--- config.mk ---
export PLATFORM = sky130hd
export DESIGN_NAME = dpsc_chains
export DESIGN_NICKNAME = d
export VERILOG_FILES = /design/src/dpsc_pkg.sv /design/src/dpsc_chains.sv /design/src/dpsc_edge.sv /design/src/dpsc_sync.sv
export SDC_FILE = /design/constraint.sdc
export NUM_CORES = 1
export LEC_CHECK = 0
export BUFFER_PORTS_ARGS = -buffer_cell sky130_fd_sc_hd__buf_2
export CAP_MARGIN = 5
export CORE_ASPECT_RATIO = 2
export CORE_UTILIZATION = 39
export DETAILED_ROUTE_END_ITERATION = 16
export PLACE_DENSITY = 0.69
export RECOVER_POWER = 100
export SETUP_SLACK_MARGIN = 0.2
export SYNTH_ARGS = -nofsm -noshare
export SYNTH_HDL_FRONTEND = slang
export SYNTH_SLANG_ARGS = --single-unit
--- constraint.sdc ---
create_clock -name ref_clk -period 1.5 [get_ports ref_clk]
set_input_delay 0 -clock ref_clk [delete_from_list [all_inputs] [get_ports ref_clk]]
set_output_delay 0 -clock ref_clk [all_outputs]
set_load 0.1 [all_outputs]
--- src/dpsc_pkg.sv ---
/*
  Shared constants and carriers for the debug port data scan chains.
  Assumes a single system clock; all pins are sampled by the chain block.
*/
package dpsc_pkg;
  // ==========================================================
  // Instruction codes
  localparam logic [3:0] IR_PORT_ACC = 4'ha;
  localparam logic [3:0] IR_AP_ACC = 4'hb;
  localparam logic [3:0] IR_IDENT = 4'he;
  // ==========================================================
  // Chain layout
  localparam int CHAIN_LEN = 35;
  localparam int ID_LEN = 32;
  localparam int ACK_LSB = 0;
  localparam int ACK_MSB = 2;
  localparam int DATA_LSB = 3;
  localparam int DATA_MSB = 34;
  localparam int RNW_BIT = 0;
  localparam int ADDR_LSB = 1;
  localparam int ADDR_MSB = 2;
  localparam logic [2:0] ACK_OK = 3'h2;
  localparam logic [2:0] ACK_WAIT = 3'h1;
  // ==========================================================
  // Transfer mode field codes
  localparam logic [1:0] TRN_NORMAL = 2'h0;
  localparam logic [1:0] TRN_VERIFY = 2'h1;
  localparam logic [1:0] TRN_COMPARE = 2'h2;
  // ==========================================================
  // Identification word, values arbitrary
  localparam logic [3:0] ID_VERSION = 4'h1;
  localparam logic [15:0] ID_PART = 16'h0c5e;
  localparam logic [3:0] ID_CONT = 4'h0;
  localparam logic [6:0] ID_IDENT = 7'h15;
  localparam logic ID_ONE = 1'h1;
  // ==========================================================
  // Register request and completion carriers
  typedef struct packed {
    logic ap_sel;
    logic read_not_write;
    logic [1:0] mode;
    logic [3:0] bank;
    logic [1:0] addr;
    logic [31:0] write_payload;
  } dpsc_req_t;
  typedef struct packed {
    logic done;
    logic ok;
    logic [31:0] rdata;
  } dpsc_resp_t;
endpackage

--- src/dpsc_chains.sv ---
/*
  Data register scan chains: bypass, identification and one access chain shared by port and AP access.
  Assumes a separate TAP controller drives state flags and the instruction,
  and the register bank answers requests with one completion pulse.
*/
module dpsc_chains
  import dpsc_pkg::*;
#(
  parameter logic [3:0] VERSION = ID_VERSION,
  parameter logic [15:0] PART_NUMBER = ID_PART,
  parameter logic [3:0] CONT_COUNT = ID_CONT,
  parameter logic [6:0] IDENT_CODE = ID_IDENT
) (
  // Clock and control
  input wire logic ref_clk,
  input wire logic sys_rst,
  input wire logic clk_en,
  // Test access pins and TAP state flags
  input wire logic test_clk,
  input wire logic serial_data_in,
  input wire logic [3:0] ir_value,
  input wire logic tap_capture,
  input wire logic tap_shift,
  input wire logic tap_update,
  output logic serial_data_out,
  // Register bank status
  input wire logic sticky_any,
  input wire logic overrun_detect_enable,
  input wire logic [1:0] transfer_mode_field,
  input wire logic [3:0] select_bank,
  // Register requests
  output logic req_valid,
  output dpsc_req_t req,
  input wire dpsc_resp_t resp,
  // Sticky flag set pulses
  output logic set_sticky_overrun,
  output logic set_sticky_compare
);
  typedef enum logic [1:0] {
    TXN_IDLE = 2'b01,
    TXN_BUSY = 2'b10
  } dpsc_txn_t;

  logic tck_s, sdi_s, cap_s, sh_s, upd_s;
  logic [3:0] ir_s;
  logic tck_rise, tck_fall;
  logic bypass_stage;
  logic [ID_LEN-1:0] id_chain;
  logic [CHAIN_LEN-1:0] acc_chain;
  logic wait_flag;
  dpsc_txn_t txn;
  logic [31:0] captured_read_value;
  dpsc_req_t next_req;
  logic [31:0] id_word;
  logic is_acc, is_ap, is_id, is_byp, do_issue, match;

  // ==========================================================
  // Pin synchronisers and edge finding
  dpsc_sync #(.W(9)) u_sync (
    .ref_clk(ref_clk),
    .sys_rst(sys_rst),
    .clk_en(clk_en),
    .async_in({test_clk, serial_data_in, ir_value, tap_capture, tap_shift,
               tap_update}),
    .sync_out({tck_s, sdi_s, ir_s, cap_s, sh_s, upd_s})
  );

  dpsc_edge u_edge (
    .ref_clk(ref_clk),
    .sys_rst(sys_rst),
    .clk_en(clk_en),
    .level(tck_s),
    .rise(tck_rise),
    .fall(tck_fall)
  );

  // ==========================================================
  // Chain selection from the instruction
  function automatic logic sel_is(input logic [3:0] ir, input logic [3:0] c);
    sel_is = (ir == c);
  endfunction

  // Any other code, abort included, falls to bypass here
  assign is_acc = sel_is(ir_s, IR_PORT_ACC) | sel_is(ir_s, IR_AP_ACC);
  assign is_ap = sel_is(ir_s, IR_AP_ACC);
  assign is_id = sel_is(ir_s, IR_IDENT);
  assign is_byp = ~is_acc & ~is_id;

  // Identification word assembly
  assign id_word = {VERSION, PART_NUMBER, CONT_COUNT, IDENT_CODE, ID_ONE};

  // ==========================================================
  // Bypass stage
  always_ff @(posedge ref_clk) begin
    if (sys_rst) begin
      bypass_stage <= 1'h0;
    end else if (clk_en && tck_rise && is_byp) begin
      if (cap_s) begin
        bypass_stage <= 1'h0;
      end else if (sh_s) begin
        bypass_stage <= sdi_s;
      end
    end
  end

  // ==========================================================
  // Identification chain, nothing done on update
  always_ff @(posedge ref_clk) begin
    if (sys_rst) begin
      id_chain <= '0;
    end else if (clk_en && tck_rise && is_id) begin
      if (cap_s) begin
        id_chain <= id_word;
      end else if (sh_s) begin
        id_chain <= {sdi_s, id_chain[ID_LEN-1:1]};
      end
    end
  end

  // ==========================================================
  // Access chain capture and shift
  always_ff @(posedge ref_clk) begin
    if (sys_rst) begin
      acc_chain <= '0;
      wait_flag <= 1'h0;
    end else if (clk_en && tck_rise && is_acc) begin
      if (cap_s) begin
        // Result and ack
        acc_chain[DATA_MSB:DATA_LSB] <= captured_read_value;
        if (txn == TXN_BUSY) begin
          acc_chain[ACK_MSB:ACK_LSB] <= ACK_WAIT;
          wait_flag <= 1'h1;
        end else begin
          acc_chain[ACK_MSB:ACK_LSB] <= ACK_OK;
          wait_flag <= 1'h0;
        end
      end else if (sh_s) begin
        acc_chain <= {sdi_s, acc_chain[CHAIN_LEN-1:1]};
      end
    end
  end

  // ==========================================================
  // Serial output changes on the falling test clock edge
  always_ff @(posedge ref_clk) begin
    if (sys_rst) begin
      serial_data_out <= 1'h0;
    end else if (clk_en && tck_fall) begin
      if (is_acc) begin
        serial_data_out <= acc_chain[0];
      end else if (is_id) begin
        serial_data_out <= id_chain[0];
      end else begin
        serial_data_out <= bypass_stage;
      end
    end
  end

  // ==========================================================
  // Request decode at update
  // Update after WAIT or with sticky set on AP issues nothing
  assign do_issue = clk_en && tck_rise && upd_s && is_acc && !wait_flag
                    && !(is_ap && sticky_any);

  always_comb begin
    next_req = '0;
    next_req.ap_sel = is_ap;
    next_req.read_not_write = acc_chain[RNW_BIT];
    next_req.addr = acc_chain[ADDR_MSB:ADDR_LSB];
    next_req.bank = is_ap ? select_bank : 4'h0;
    next_req.write_payload = acc_chain[DATA_MSB:DATA_LSB];
    next_req.mode = TRN_NORMAL;
    // Pushed operations turn a write into a read and compare
    if (is_ap && transfer_mode_field != TRN_NORMAL) begin
      next_req.read_not_write = 1'h1;
      next_req.mode = transfer_mode_field;
    end
  end

  // ==========================================================
  // Request output register, one cycle valid pulse
  always_ff @(posedge ref_clk) begin
    if (sys_rst) begin
      req_valid <= 1'h0;
      req <= '0;
    end else if (clk_en) begin
      req_valid <= do_issue;
      if (do_issue) begin
        req <= next_req;
      end
    end
  end

  // ==========================================================
  // Pending tracker: busy until bank signals completion
  always_ff @(posedge ref_clk) begin
    if (sys_rst) begin
      txn <= TXN_IDLE;
    end else if (clk_en) begin
      case (txn)
        TXN_IDLE: begin
          if (do_issue) begin
            txn <= TXN_BUSY;
          end
        end
        TXN_BUSY: begin
          if (resp.done) begin
            txn <= TXN_IDLE;
          end
        end
        default: begin
          txn <= TXN_IDLE;
        end
      endcase
    end
  end

  // ==========================================================
  // Read result holding; a later read returns it
  assign match = (resp.rdata == req.write_payload);

  always_ff @(posedge ref_clk) begin
    if (sys_rst) begin
      captured_read_value <= '0;
    end else if (clk_en && txn == TXN_BUSY && resp.done) begin
      if (req.read_not_write && resp.ok && req.mode == TRN_NORMAL) begin
        captured_read_value <= resp.rdata;
      end
    end
  end

  // ==========================================================
  // Sticky flag set pulses
  always_ff @(posedge ref_clk) begin
    if (sys_rst) begin
      set_sticky_overrun <= 1'h0;
      set_sticky_compare <= 1'h0;
    end else if (clk_en) begin
      set_sticky_overrun <= tck_rise && cap_s && is_acc
                            && txn == TXN_BUSY
                            && overrun_detect_enable;
      set_sticky_compare <= txn == TXN_BUSY && resp.done && resp.ok
                            && ((req.mode == TRN_COMPARE && match)
                            || (req.mode == TRN_VERIFY && !match));
    end
  end
endmodule

--- src/dpsc_edge.sv ---
/*
  Finds rising and falling edges of the synchronised test clock.
  Assumes input already passed the synchroniser.
*/
module dpsc_edge
  import dpsc_pkg::*;
(
  // Clock and control
  input wire logic ref_clk,
  input wire logic sys_rst,
  input wire logic clk_en,
  // Level in, edge pulses out
  input wire logic level,
  output logic rise,
  output logic fall
);
  logic prev;
  // ==========================================================
  // Delay stage for comparison
  always_ff @(posedge ref_clk) begin
    if (sys_rst) begin
      prev <= 1'h0;
    end else if (clk_en) begin
      prev <= level;
    end
  end
  assign rise = level & ~prev;
  assign fall = ~level & prev;
endmodule

--- src/dpsc_sync.sv ---
/*
  Two flop synchroniser for pin level inputs.
  Assumes inputs are asynchronous to ref_clk.
*/
module dpsc_sync
  import dpsc_pkg::*;
#(
  parameter int W = 1
) (
  // Clock and control
  input wire logic ref_clk,
  input wire logic sys_rst,
  input wire logic clk_en,
  // Data
  input wire logic [W-1:0] async_in,
  output logic [W-1:0] sync_out
);
  logic [W-1:0] meta;
  // ==========================================================
  // First stage feeds only the second
  always_ff @(posedge ref_clk) begin
    if (sys_rst) begin
      meta <= '0;
      sync_out <= '0;
    end else if (clk_en) begin
      meta <= async_in;
      sync_out <= meta;
    end
  end
endmodule

==> flow_summary_export.csv, run 1 <==
group,metric,value,unit
route,viasPerCell,5.56,
route,vias,6817,
setup_path,slowest_delay,620,ps
cells_and_area,design_area,11000,µm²
setup_path,reg2reg_depth,6,
placement,placed_area,8240,µm²
logic_synthesis,ys_warn_count,0,
die,initial_core_util,39.7,%
clocking,path_clk_slew,70,ps
die,die_w,95.5,µm
placement,place_ws,-269,ps
die,fp.dieH,189,µm
setup_path,critPathKind,"flip-flop to flip-flop",
worst_hold_path,hold_start,"sys_rst",
sta,post-route-min-period,1800,ps
logic_synthesis,synthArstFlopShare,0,%
global_routing,grt_pass1_wl,33300,µm
sta,final-setup-viol-count,145,
sta,layout_setup_ws,-295,ps
route,drc,0,
logic_synthesis,synthTopCellsByArea,"dfxtp_1, nand2_1, mux2i_1",
route,firstDrtPassIters,5,
power_and_ir_drop,p_int,6.91,mW
power_and_ir_drop,clkPwrFrac,46.4,%
power_and_ir_drop,sw_frac_of_total,25.7,%
logic_synthesis,syn-num-nets,832,
logic_synthesis,syn_inst,778,
clocking,cts_sinks,168,
cells_and_area,fin_nets,1057,
logic_synthesis,yosys-top-cells-count,"dfxtp_1, nand2_1, a21oi_1",
global_routing,grt_overflow,0,
power_and_ir_drop,p_comb_share,5.9,%
placement,dp.cells,1100,
setup_path,path_max_fanout,16,
logic_synthesis,synth_top_area_share,49.3,%
job,cap_violations,0,
cells_and_area,drive_gt1_share,45.2,%
outcome,status,"finished with violations",
sta,finalHoldViolations,0,
clocking,cts_made_buffers,17,
global_routing,antenna_found_initial,0,
sta,worstMarginPinSlew,617,ps
power_and_ir_drop,max-vdd-ir-drop,0.000726,V
worst_hold_path,min_path_type,"input pin to flip-flop",
setup_path,path_cells,"nor2b_4 -> nand4_4 -> or4b_4 -> clkbuf_16 -> nand2_1 -> a21oi_1",
logic_synthesis,synth.distinct_cells,38,
logic_synthesis,synth_edf_count,0,
route,post_drt_wl_per_cell,20.6,µm
power_and_ir_drop,seqPwrFrac,47.7,%
cells_and_area,diodes,0,
placement,hpwl,12200,µm
power_and_ir_drop,p_leak,4.03,nW
sta,rsz0062_at_grt,"true",
clocking,cts_tree,"done",
logic_synthesis,synth-seq-area-share,49.3,%
setup_path,cp-start-kind,"flip-flop",
setup_path,cpLargestDelayFamily,"simple AND/OR/NAND/NOR gates",
route,postRouteAntennaNets,0,
die,core,17200,µm²
logic_synthesis,ys_ff_latch,168,
route,routed_wl,25200,µm
cells_and_area,instances_no_fill,1226,
setup_path,cp.required,1780,ps
worst_hold_path,min_path_cells,3,
setup_path,timing.rr.start,"txn[1]",
logic_synthesis,yosys_most_used_dff,"dfxtp_1",
die,fp-row-count,68,
die,dieArea,18100,µm²
sta,finalHoldWorstSlack,90.5,ps
global_routing,grt.total_usage,24.4,%
sta,fin_worst_skew,12.5,ps
power_and_ir_drop,pwr_density_cell,844,nW/µm²
logic_synthesis,yosysTopAreaCell,"dfxtp_1",
setup_path,critical-path-slowest-cell,"or4b_4",
setup_path,arrival,2080,ps
sta,fmax,557,MHz
logic_synthesis,syn_area_per_cell,8.77,µm²
sta,finalMaxSlewViolations,0,
route,drt-initial-drc-count,489,
placement,portBuffers,99,
placement,place_congestion,0.806,
power_and_ir_drop,fin_total_pwr,9.30,mW
die,io_pins,100,
setup_path,crit-reg2reg-capture,"captured_read_value[16]",
setup_path,cp_num_buf_inv,1,
sta,max_slew_margin,58.9,%
setup_path,r2r_slack,-300,ps
clocking,htree_num_levels,4,
clocking,clockRootBuffer,"clkbuf_16",
global_routing,grt_start_max_net_pins,97,
cells_and_area,synthToLayoutAreaGrowth,61.5,%
power_and_ir_drop,switchingPower,2.39,mW
logic_synthesis,netlist_area,6820,µm²
global_routing,grt_pass1_vias,6527,
sta,finalCritPeriodShare,120,%
logic_synthesis,synth.most_common_cell,"dfxtp_1",
clocking,cts.path.max_buffers,2,
outcome,violations,"negative setup slack",
cells_and_area,n_fill_cell,1298,
setup_path,end_kind,"flip-flop",
clocking,worst_skew_pair.late_latency,430,ps
worst_hold_path,min_to,"u_sync.meta[3]",
## final cells by class
class / count / area, µm² / area share [%]
Clock buffer: 17 / 425 / 3.86
Clock inverter: 15 / 153 / 1.39
Inverter: 1 / 3.75 / 0.0341
Multi-Input combinational cell: 549 / 4020 / 36.4
Sequential cell: 168 / 3500 / 31.8
Tap cell: 210 / 263 / 2.38
Timing Repair Buffer: 266 / 2660 / 24.1
## registers in the layout (all words and copies together) (netlist names)
name	flops
acc_chain	35
bypass_stage	1
captured_read_value	32
id_chain	32
req	42
req_valid	1
serial_data_out	1
set_sticky_compare	1
set_sticky_overrun	1
txn	2
u_edge.prev	1
u_sync.meta	9
u_sync.sync_out	9
wait_flag	1
## power groups by stage
stage / combinational, mW / sequential, mW / clock, mW
after detailed placement: 0.394 / 4.54 / 0
final: 0.551 / 4.44 / 4.32
after global routing: 0.584 / 4.44 / 4.53
after CTS: 0.516 / 4.44 / 4.34
after floorplan: 0.203 / 4.54 / 0
after global placement: 0.394 / 4.54 / 0
## worst max-delay path by stage
stage / start / slack [ps] / depth (start not counted) / endpoint
finish: txn[1] / -300 / 6 / captured_read_value[16]
global route: req[17] / -520 / 5 / set_sticky_compare
floorplan: req[30] / -170 / 5 / set_sticky_compare
CTS: req[10] / -170 / 6 / set_sticky_compare
global placement: req[5] / -280 / 5 / set_sticky_compare
detailed placement: req[5] / -270 / 5 / set_sticky_compare
## layer usage
metal / global-route usage (%) / part of all wire [%] / vias up
met1: 26.4 / 34 / 3314
met3: 3.73 / 6.0 / 109
li1: - / - / 3113
met4: 15.5 / 8.1 / 0
met2: 42.9 / 52 / 281
met5: 0 / 0 / -
## per-stage QoR
stage / utilization (%) / TNS, ps
6_report: 64.1 / -24100
5_1_grt: 64.1 / -32790
2_1_floorplan: - / -4830
4_1_cts: 58.8 / -13370
3_5_place_dp: 48.0 / -12790
3_3_place_gp: 48.0 / -10390
## kinds of logic after synthesis
kind of cell | synth area share, %
AOI/OAI and AO/OA | 12.5
xor gates and xnor gates | 4.11
buffers and inverters | 4.31
DFF | 49.3
muxes | 7.92
and+or+nand+nor | 21.9
## placed cells by master (no fill, tap or decap), types with 21 or more instances in the layout
| cell | netlist | final |
|---|---|---|
| a21oi_1 | 98 | 66 |
| a21oi_2 | 0 | 32 |
| buf_2 | 16 | 65 |
| buf_4 | 4 | 84 |
| nand2_2 | 0 | 26 |
| a211oi_2 | 0 | 26 |
| mux2i_1 | 54 | 54 |
| nand3b_1 | 21 | 21 |
| dlygate4sd3_1 | 0 | 51 |
| nand2_4 | 0 | 30 |
| xnor2_1 | 32 | 23 |
| dfxtp_1 | 168 | 127 |
| dfxtp_4 | 0 | 35 |
| nor2_1 | 75 | 64 |
| clkbuf_16 | 0 | 28 |
| nand2_1 | 158 | 102 |
## what timing repair did
action,CTS,global route
endpoints found under the hold margin,57,0
endpoints found under the setup margin,162,164
hold buffers,51,0
resized for setup,106,131
pin swaps,28,23
gates cloned,10,14
buffers inserted,11,8
## tightest hold or removal path: stages
cell and delay, ps:
buf_4 140, buf_4 220, nor2_1 120
Note: power is estimated with default switching activity, not from simulation.
==> run 2, diff against run 1 <==
--- a/config.mk
+++ b/config.mk
@@ -7,11 +7,12 @@
 export LEC_CHECK = 0
 export BUFFER_PORTS_ARGS = -buffer_cell sky130_fd_sc_hd__buf_2
 export CAP_MARGIN = 5
-export CORE_ASPECT_RATIO = 2
+export CORE_ASPECT_RATIO = 1.2
 export CORE_UTILIZATION = 39
+export CTS_CLUSTER_SIZE = 30
 export DETAILED_ROUTE_END_ITERATION = 16
 export PLACE_DENSITY = 0.69
-export RECOVER_POWER = 100
+export RECOVER_POWER = 50
 export SETUP_SLACK_MARGIN = 0.2
 export SYNTH_ARGS = -nofsm -noshare
 export SYNTH_HDL_FRONTEND = slang
==> flow_summary_export.csv, run 2 (synthesis gave the netlist of run 1 again) <==
group,metric,value,unit
outcome,status,"finished with violations",
outcome,violations,"negative setup slack",
sta,final-setup-viol-count,142,
die,io_pins,100,
route,post_drt_wl_per_cell,20.1,µm
setup_path,critical-path-slowest-cell,"or3b_4",
route,routed_wl,25000,µm
power_and_ir_drop,max-vdd-ir-drop,0.000779,V
die,dieArea,18000,µm²
global_routing,grt_start_max_net_pins,89,
setup_path,cp.required,1830,ps
power_and_ir_drop,fin_total_pwr,10.0,mW
placement,hpwl,11600,µm
cells_and_area,diodes,0,
cells_and_area,synthToLayoutAreaGrowth,68.2,%
placement,portBuffers,99,
cells_and_area,largest_reg_flops,42,
power_and_ir_drop,switchingPower,2.22,mW
sta,finalMaxSlewViolations,0,
die,fp.dieH,147,µm
route,postRouteAntennaNets,0,
global_routing,grt_pass1_vias,6531,
sta,finalHoldViolations,0,
job,cap_violations,0,
placement,placed_area,8250,µm²
setup_path,cpLargestDelayFamily,"simple AND/OR/NAND/NOR gates",
clocking,worst_skew_pair.late_latency,440,ps
route,drt-initial-drc-count,466,
setup_path,path_max_fanout,2,
cells_and_area,fin_nets,1069,
power_and_ir_drop,seqPwrFrac,44.4,%
power_and_ir_drop,sw_frac_of_total,22.2,%
cells_and_area,design_area,11500,µm²
global_routing,grt.total_usage,24.7,%
sta,rsz0062_at_grt,"true",
clocking,htree_num_levels,4,
die,initial_core_util,40.2,%
route,vias,6841,
placement,place_congestion,0.792,
die,core,17000,µm²
clocking,cts_tree,"done",
setup_path,cp_num_buf_inv,0,
sta,fin_setup_tns,-18230,ps
sta,layout_setup_ws,-389,ps
cells_and_area,largest-register,"req",
setup_path,path_cells,"xnor2_1 -> nand4_1 -> nor4_4 -> a21oi_1 -> or3b_4",
clocking,cts.path.max_buffers,2,
power_and_ir_drop,p_leak,4.19,nW
clocking,cts_made_buffers,17,
global_routing,grt_pass1_wl,33900,µm
placement,place_ws,-237,ps
route,drc,0,
setup_path,cp-start-kind,"flip-flop",
die,die_w,123,µm
clocking,cts_sinks,168,
power_and_ir_drop,pwr_density_cell,872,nW/µm²
clocking,clockRootBuffer,"clkbuf_16",
power_and_ir_drop,clkPwrFrac,50.1,%
sta,fmax,529,MHz
cells_and_area,drive_gt1_share,49.4,%
cells_and_area,n_fill_cell,1142,
setup_path,slowest_delay,370,ps
power_and_ir_drop,p_int,7.79,mW
global_routing,grt_overflow,0,
die,fp-row-count,52,
worst_hold_path,min_path_type,"input pin to flip-flop",
sta,post-route-min-period,1890,ps
route,viasPerCell,5.50,
cells_and_area,layout_common_cells,"dfxtp_1, buf_4, nand2_1",
setup_path,end_kind,"flip-flop",
setup_path,arrival,2210,ps
clocking,path_clk_slew,70,ps
cells_and_area,largestRegisters,"req: 42 flops, acc_chain: 35 flops",
cells_and_area,final_common_cell,"dfxtp_1",
sta,max_slew_margin,62.1,%
sta,finalCritPeriodShare,126,%
setup_path,critPathKind,"flip-flop to flip-flop",
sta,worstMarginPinSlew,571,ps
power_and_ir_drop,p_comb_share,5.6,%
route,firstDrtPassIters,5,
global_routing,antenna_found_initial,1,
sta,fin_worst_skew,10.6,ps
[run 2: cell count changes in the layout (fill, tap and decap cells not counted), moves of 11 or more]
cell | previous run | this run
a21oi_2 | 32 | 43
clkbuf_2 | 0 | 24
a21oi_1 | 66 | 54
buf_4 | 84 | 69
nand2_4 | 30 | 54
nand2_1 | 102 | 67
nand2_2 | 26 | 37
[run 2: through the flow]
stage / hold slack, ps / utilization [%] / cells
after floorplan: 135 / - / 778
after global placement: 232 / 48.6 / 1107
after detailed placement: 242 / 48.6 / 1107
after CTS: 97.1 / 62.7 / 1226
after global routing: 121 / 67.6 / 1244
final: 117 / 67.6 / 1244
[run 2: area by class of cell]
cell class / count / area [µm²] / area share, %
Clock buffer: 22 / 475 / 4.14
Multi-Input combinational cell: 549 / 4260 / 37.1
Sequential cell: 168 / 3500 / 30.5
Clock inverter: 10 / 190 / 1.66
Timing Repair Buffer: 278 / 2770 / 24.1
Tap cell: 216 / 270 / 2.36
Inverter: 1 / 3.75 / 0.0327
[run 2: repair_timing]
action / 4_1_cts / 5_1_grt
endpoints found under the setup margin: 171 / 156
buffers inserted: 22 / 8
resized for setup: 169 / 154
pin swaps: 29 / 57
gates cloned: 15 / 10
endpoints found under the hold margin: 52 / 0
hold buffers: 50 / 0
[run 2: metal layers]
layer | track usage [%] | wire length (µm)
met3 | 5.90 | 1480
met4 | 11.5 | 1290
met1 | 29.4 | 9770
met5 | 0 | 0
met2 | 41.5 | 12400
[run 2: worst min-delay path: cells and delay by family]
family | cells | cell delay (ps)
buf+inv | 3 | 370
mux | 1 | 70
simple gates | 1 | 90
[run 2: power groups by stage]
stage | registers [mW] | clock network [mW] | logic (mW)
after floorplan | 4.54 | 0 | 0.203
after global placement | 4.54 | 0 | 0.385
final | 4.44 | 5.01 | 0.556
after global routing | 4.44 | 5.22 | 0.581
after detailed placement | 4.54 | 0 | 0.385
after CTS | 4.44 | 4.98 | 0.512
[run 2: worst paths after layout]
kind / endpoint / start / slack [ps] / cells after the start
worst max register to register: set_sticky_compare / req[21] / -390 / 5
worst min-delay path: u_sync.sync_out[5] / clk_en / 120 / 5
worst max-delay path: set_sticky_compare / req[21] / -390 / 5
worst min register to register: req[27] / acc_chain[30] / 470 / 2
==> run 3, diff against run 2 <==
--- a/config.mk
+++ b/config.mk
@@ -11,7 +11,7 @@
 export CORE_UTILIZATION = 39
 export CTS_CLUSTER_SIZE = 30
 export DETAILED_ROUTE_END_ITERATION = 16
-export PLACE_DENSITY = 0.69
+export PLACE_DENSITY = 0.62
 export RECOVER_POWER = 50
 export SETUP_SLACK_MARGIN = 0.2
 export SYNTH_ARGS = -nofsm -noshare
==> flow_summary_export.csv, run 3 (synthesis gave the netlist of run 1 again) <==
group,metric,value,unit
outcome,status,"finished with violations",
outcome,violations,"negative setup slack",
clocking,worst_skew_pair.late_latency,440,ps
global_routing,grt_start_max_net_pins,143,
clocking,cts_tree,"done",
global_routing,grt.total_usage,22.2,%
setup_path,arrival,2050,ps
setup_path,cp.required,1790,ps
job,cap_violations,0,
worst_hold_path,hold_start,"sys_rst",
route,viasPerCell,5.17,
cells_and_area,largest_reg_flops,42,
route,routed_wl,20200,µm
route,drt-initial-drc-count,378,
placement,portBuffers,99,
cells_and_area,fin_nets,1040,
setup_path,timing.rr.start,"txn[1]",
die,io_pins,100,
placement,dp.cells,1106,
clocking,clockRootBuffer,"clkbuf_16",
setup_path,r2r_slack,-260,ps
cells_and_area,diodes,0,
route,vias,6282,
die,fp-row-count,52,
cells_and_area,final_common_cell,"dfxtp_1",
cells_and_area,drive_gt1_share,40.0,%
die,fp.dieH,147,µm
die,die_w,123,µm
placement,place_ws,-286,ps
global_routing,grt_overflow,0,
power_and_ir_drop,pwr_density_cell,879,nW/µm²
cells_and_area,synthToLayoutAreaGrowth,51.8,%
sta,layout_setup_ws,-260,ps
power_and_ir_drop,p_leak,3.87,nW
cells_and_area,largestRegisters,"req: 42 flops, acc_chain: 35 flops",
setup_path,end_kind,"flip-flop",
clocking,cts_sinks,168,
cells_and_area,n_fill_cell,1451,
cells_and_area,instances_no_fill,1215,
placement,hpwl,11100,µm
die,dieArea,18000,µm²
sta,fin_worst_skew,9.61,ps
sta,post-route-min-period,1760,ps
sta,rsz0062_at_grt,"true",
setup_path,cp-start-kind,"flip-flop",
global_routing,grt_pass1_wl,30600,µm
route,drc,0,
worst_hold_path,min_path_type,"input pin to flip-flop",
worst_hold_path,min_to,"serial_data_out",
global_routing,grt_pass1_vias,5911,
setup_path,crit-reg2reg-capture,"captured_read_value[7]",
sta,worstMarginPinSlew,706,ps
route,post_drt_wl_per_cell,16.6,µm
sta,finalHoldViolations,0,
sta,finalCritPeriodShare,117,%
die,core,17000,µm²
clocking,path_clk_slew,70,ps
clocking,cts.path.max_buffers,2,
setup_path,critPathKind,"flip-flop to flip-flop",
sta,fmax,568,MHz
worst_hold_path,min_path_cells,3,
sta,final-setup-viol-count,137,
die,initial_core_util,40.2,%
setup_path,path_max_fanout,8,
setup_path,reg2reg_depth,6,
route,postRouteAntennaNets,0,
sta,finalMaxSlewViolations,0,
cells_and_area,layout_common_cells,"dfxtp_1, nand2_1, a21oi_1",
cells_and_area,largest-register,"req",
power_and_ir_drop,max-vdd-ir-drop,0.000689,V
sta,max_slew_margin,53.0,%
placement,place_congestion,0.808,
global_routing,antenna_found_initial,0,
clocking,htree_num_levels,4,
route,firstDrtPassIters,4,
clocking,cts_made_buffers,17,
## run 3: metal layers
metal	up-vias	share of wire [%]	GRT usage, %
li1	3099	-	-
met1	2970	42	28.4
met2	179	51	36.4
met3	34	5.4	5.16
met4	0	2.2	7.07
met5	-	0	0
## run 3: final cells by class
| class | count | area [µm²] | area share, % |
|---|---|---|---|
| multi-input cells | 549 | 3780 | 36.5 |
| flip-flops and latches | 168 | 3500 | 33.8 |
| repair buffers | 249 | 2240 | 21.7 |
| clock buffers | 23 | 478 | 4.62 |
| well taps | 216 | 270 | 2.61 |
| clock inverters | 9 | 73.8 | 0.713 |
| inverters | 1 | 3.75 | 0.0363 |
## run 3: worst max-delay path by stage
stage	from	endpoint	depth (start not counted)
final	txn[1]	captured_read_value[7]	6
after global routing	txn[1]	captured_read_value[7]	6
after CTS	req[30]	set_sticky_compare	5
after detailed placement	req[5]	set_sticky_compare	5
after global placement	req[5]	set_sticky_compare	5
after floorplan	req[30]	set_sticky_compare	5
## run 3: stage by stage
step | setup TNS (ps) | hold slack [ps] | total power, mW | util (%) | cell area [µm²]
after global routing | -27850 | 77.5 | 9.43 | 61.0 | 10400
after global placement | -8200 | 233 | 4.92 | 48.4 | 8220
after detailed placement | -9480 | 242 | 4.92 | 48.4 | 8220
final | -18720 | 55.3 | 9.11 | 61.0 | 10400
after floorplan | -4830 | 135 | 4.74 | - | 7170
after CTS | -10580 | 50.1 | 9.15 | 57.8 | 9810
## run 3: repair_timing
action / in CTS / in global routing
resized for setup: 92 / 105
endpoints found under the hold margin: 51 / 0
setup endpoints to repair: 179 / 151
buffers inserted: 13 / 2
cloned: 5 / 8
pin swaps: 21 / 12
hold buffers: 49 / 0
## run 3: power breakdown
group          total, mW  switching (mW)  internal (mW)  leakage (nW)
logic              0.505           0.260          0.245          2.20
clock network       4.16            1.76           2.40         0.281
registers           4.44          0.0171           4.42          1.39
total               9.11            2.04           7.07          3.87
## run 3: worst max-delay path, cell delays in order, from the launching register on
cell	delay (ps)
dfxtp_2	320
nor2b_4	160
nand4_4	100
or4b_4	670
clkbuf_16	230
nand2_1	80
a21oi_1	60
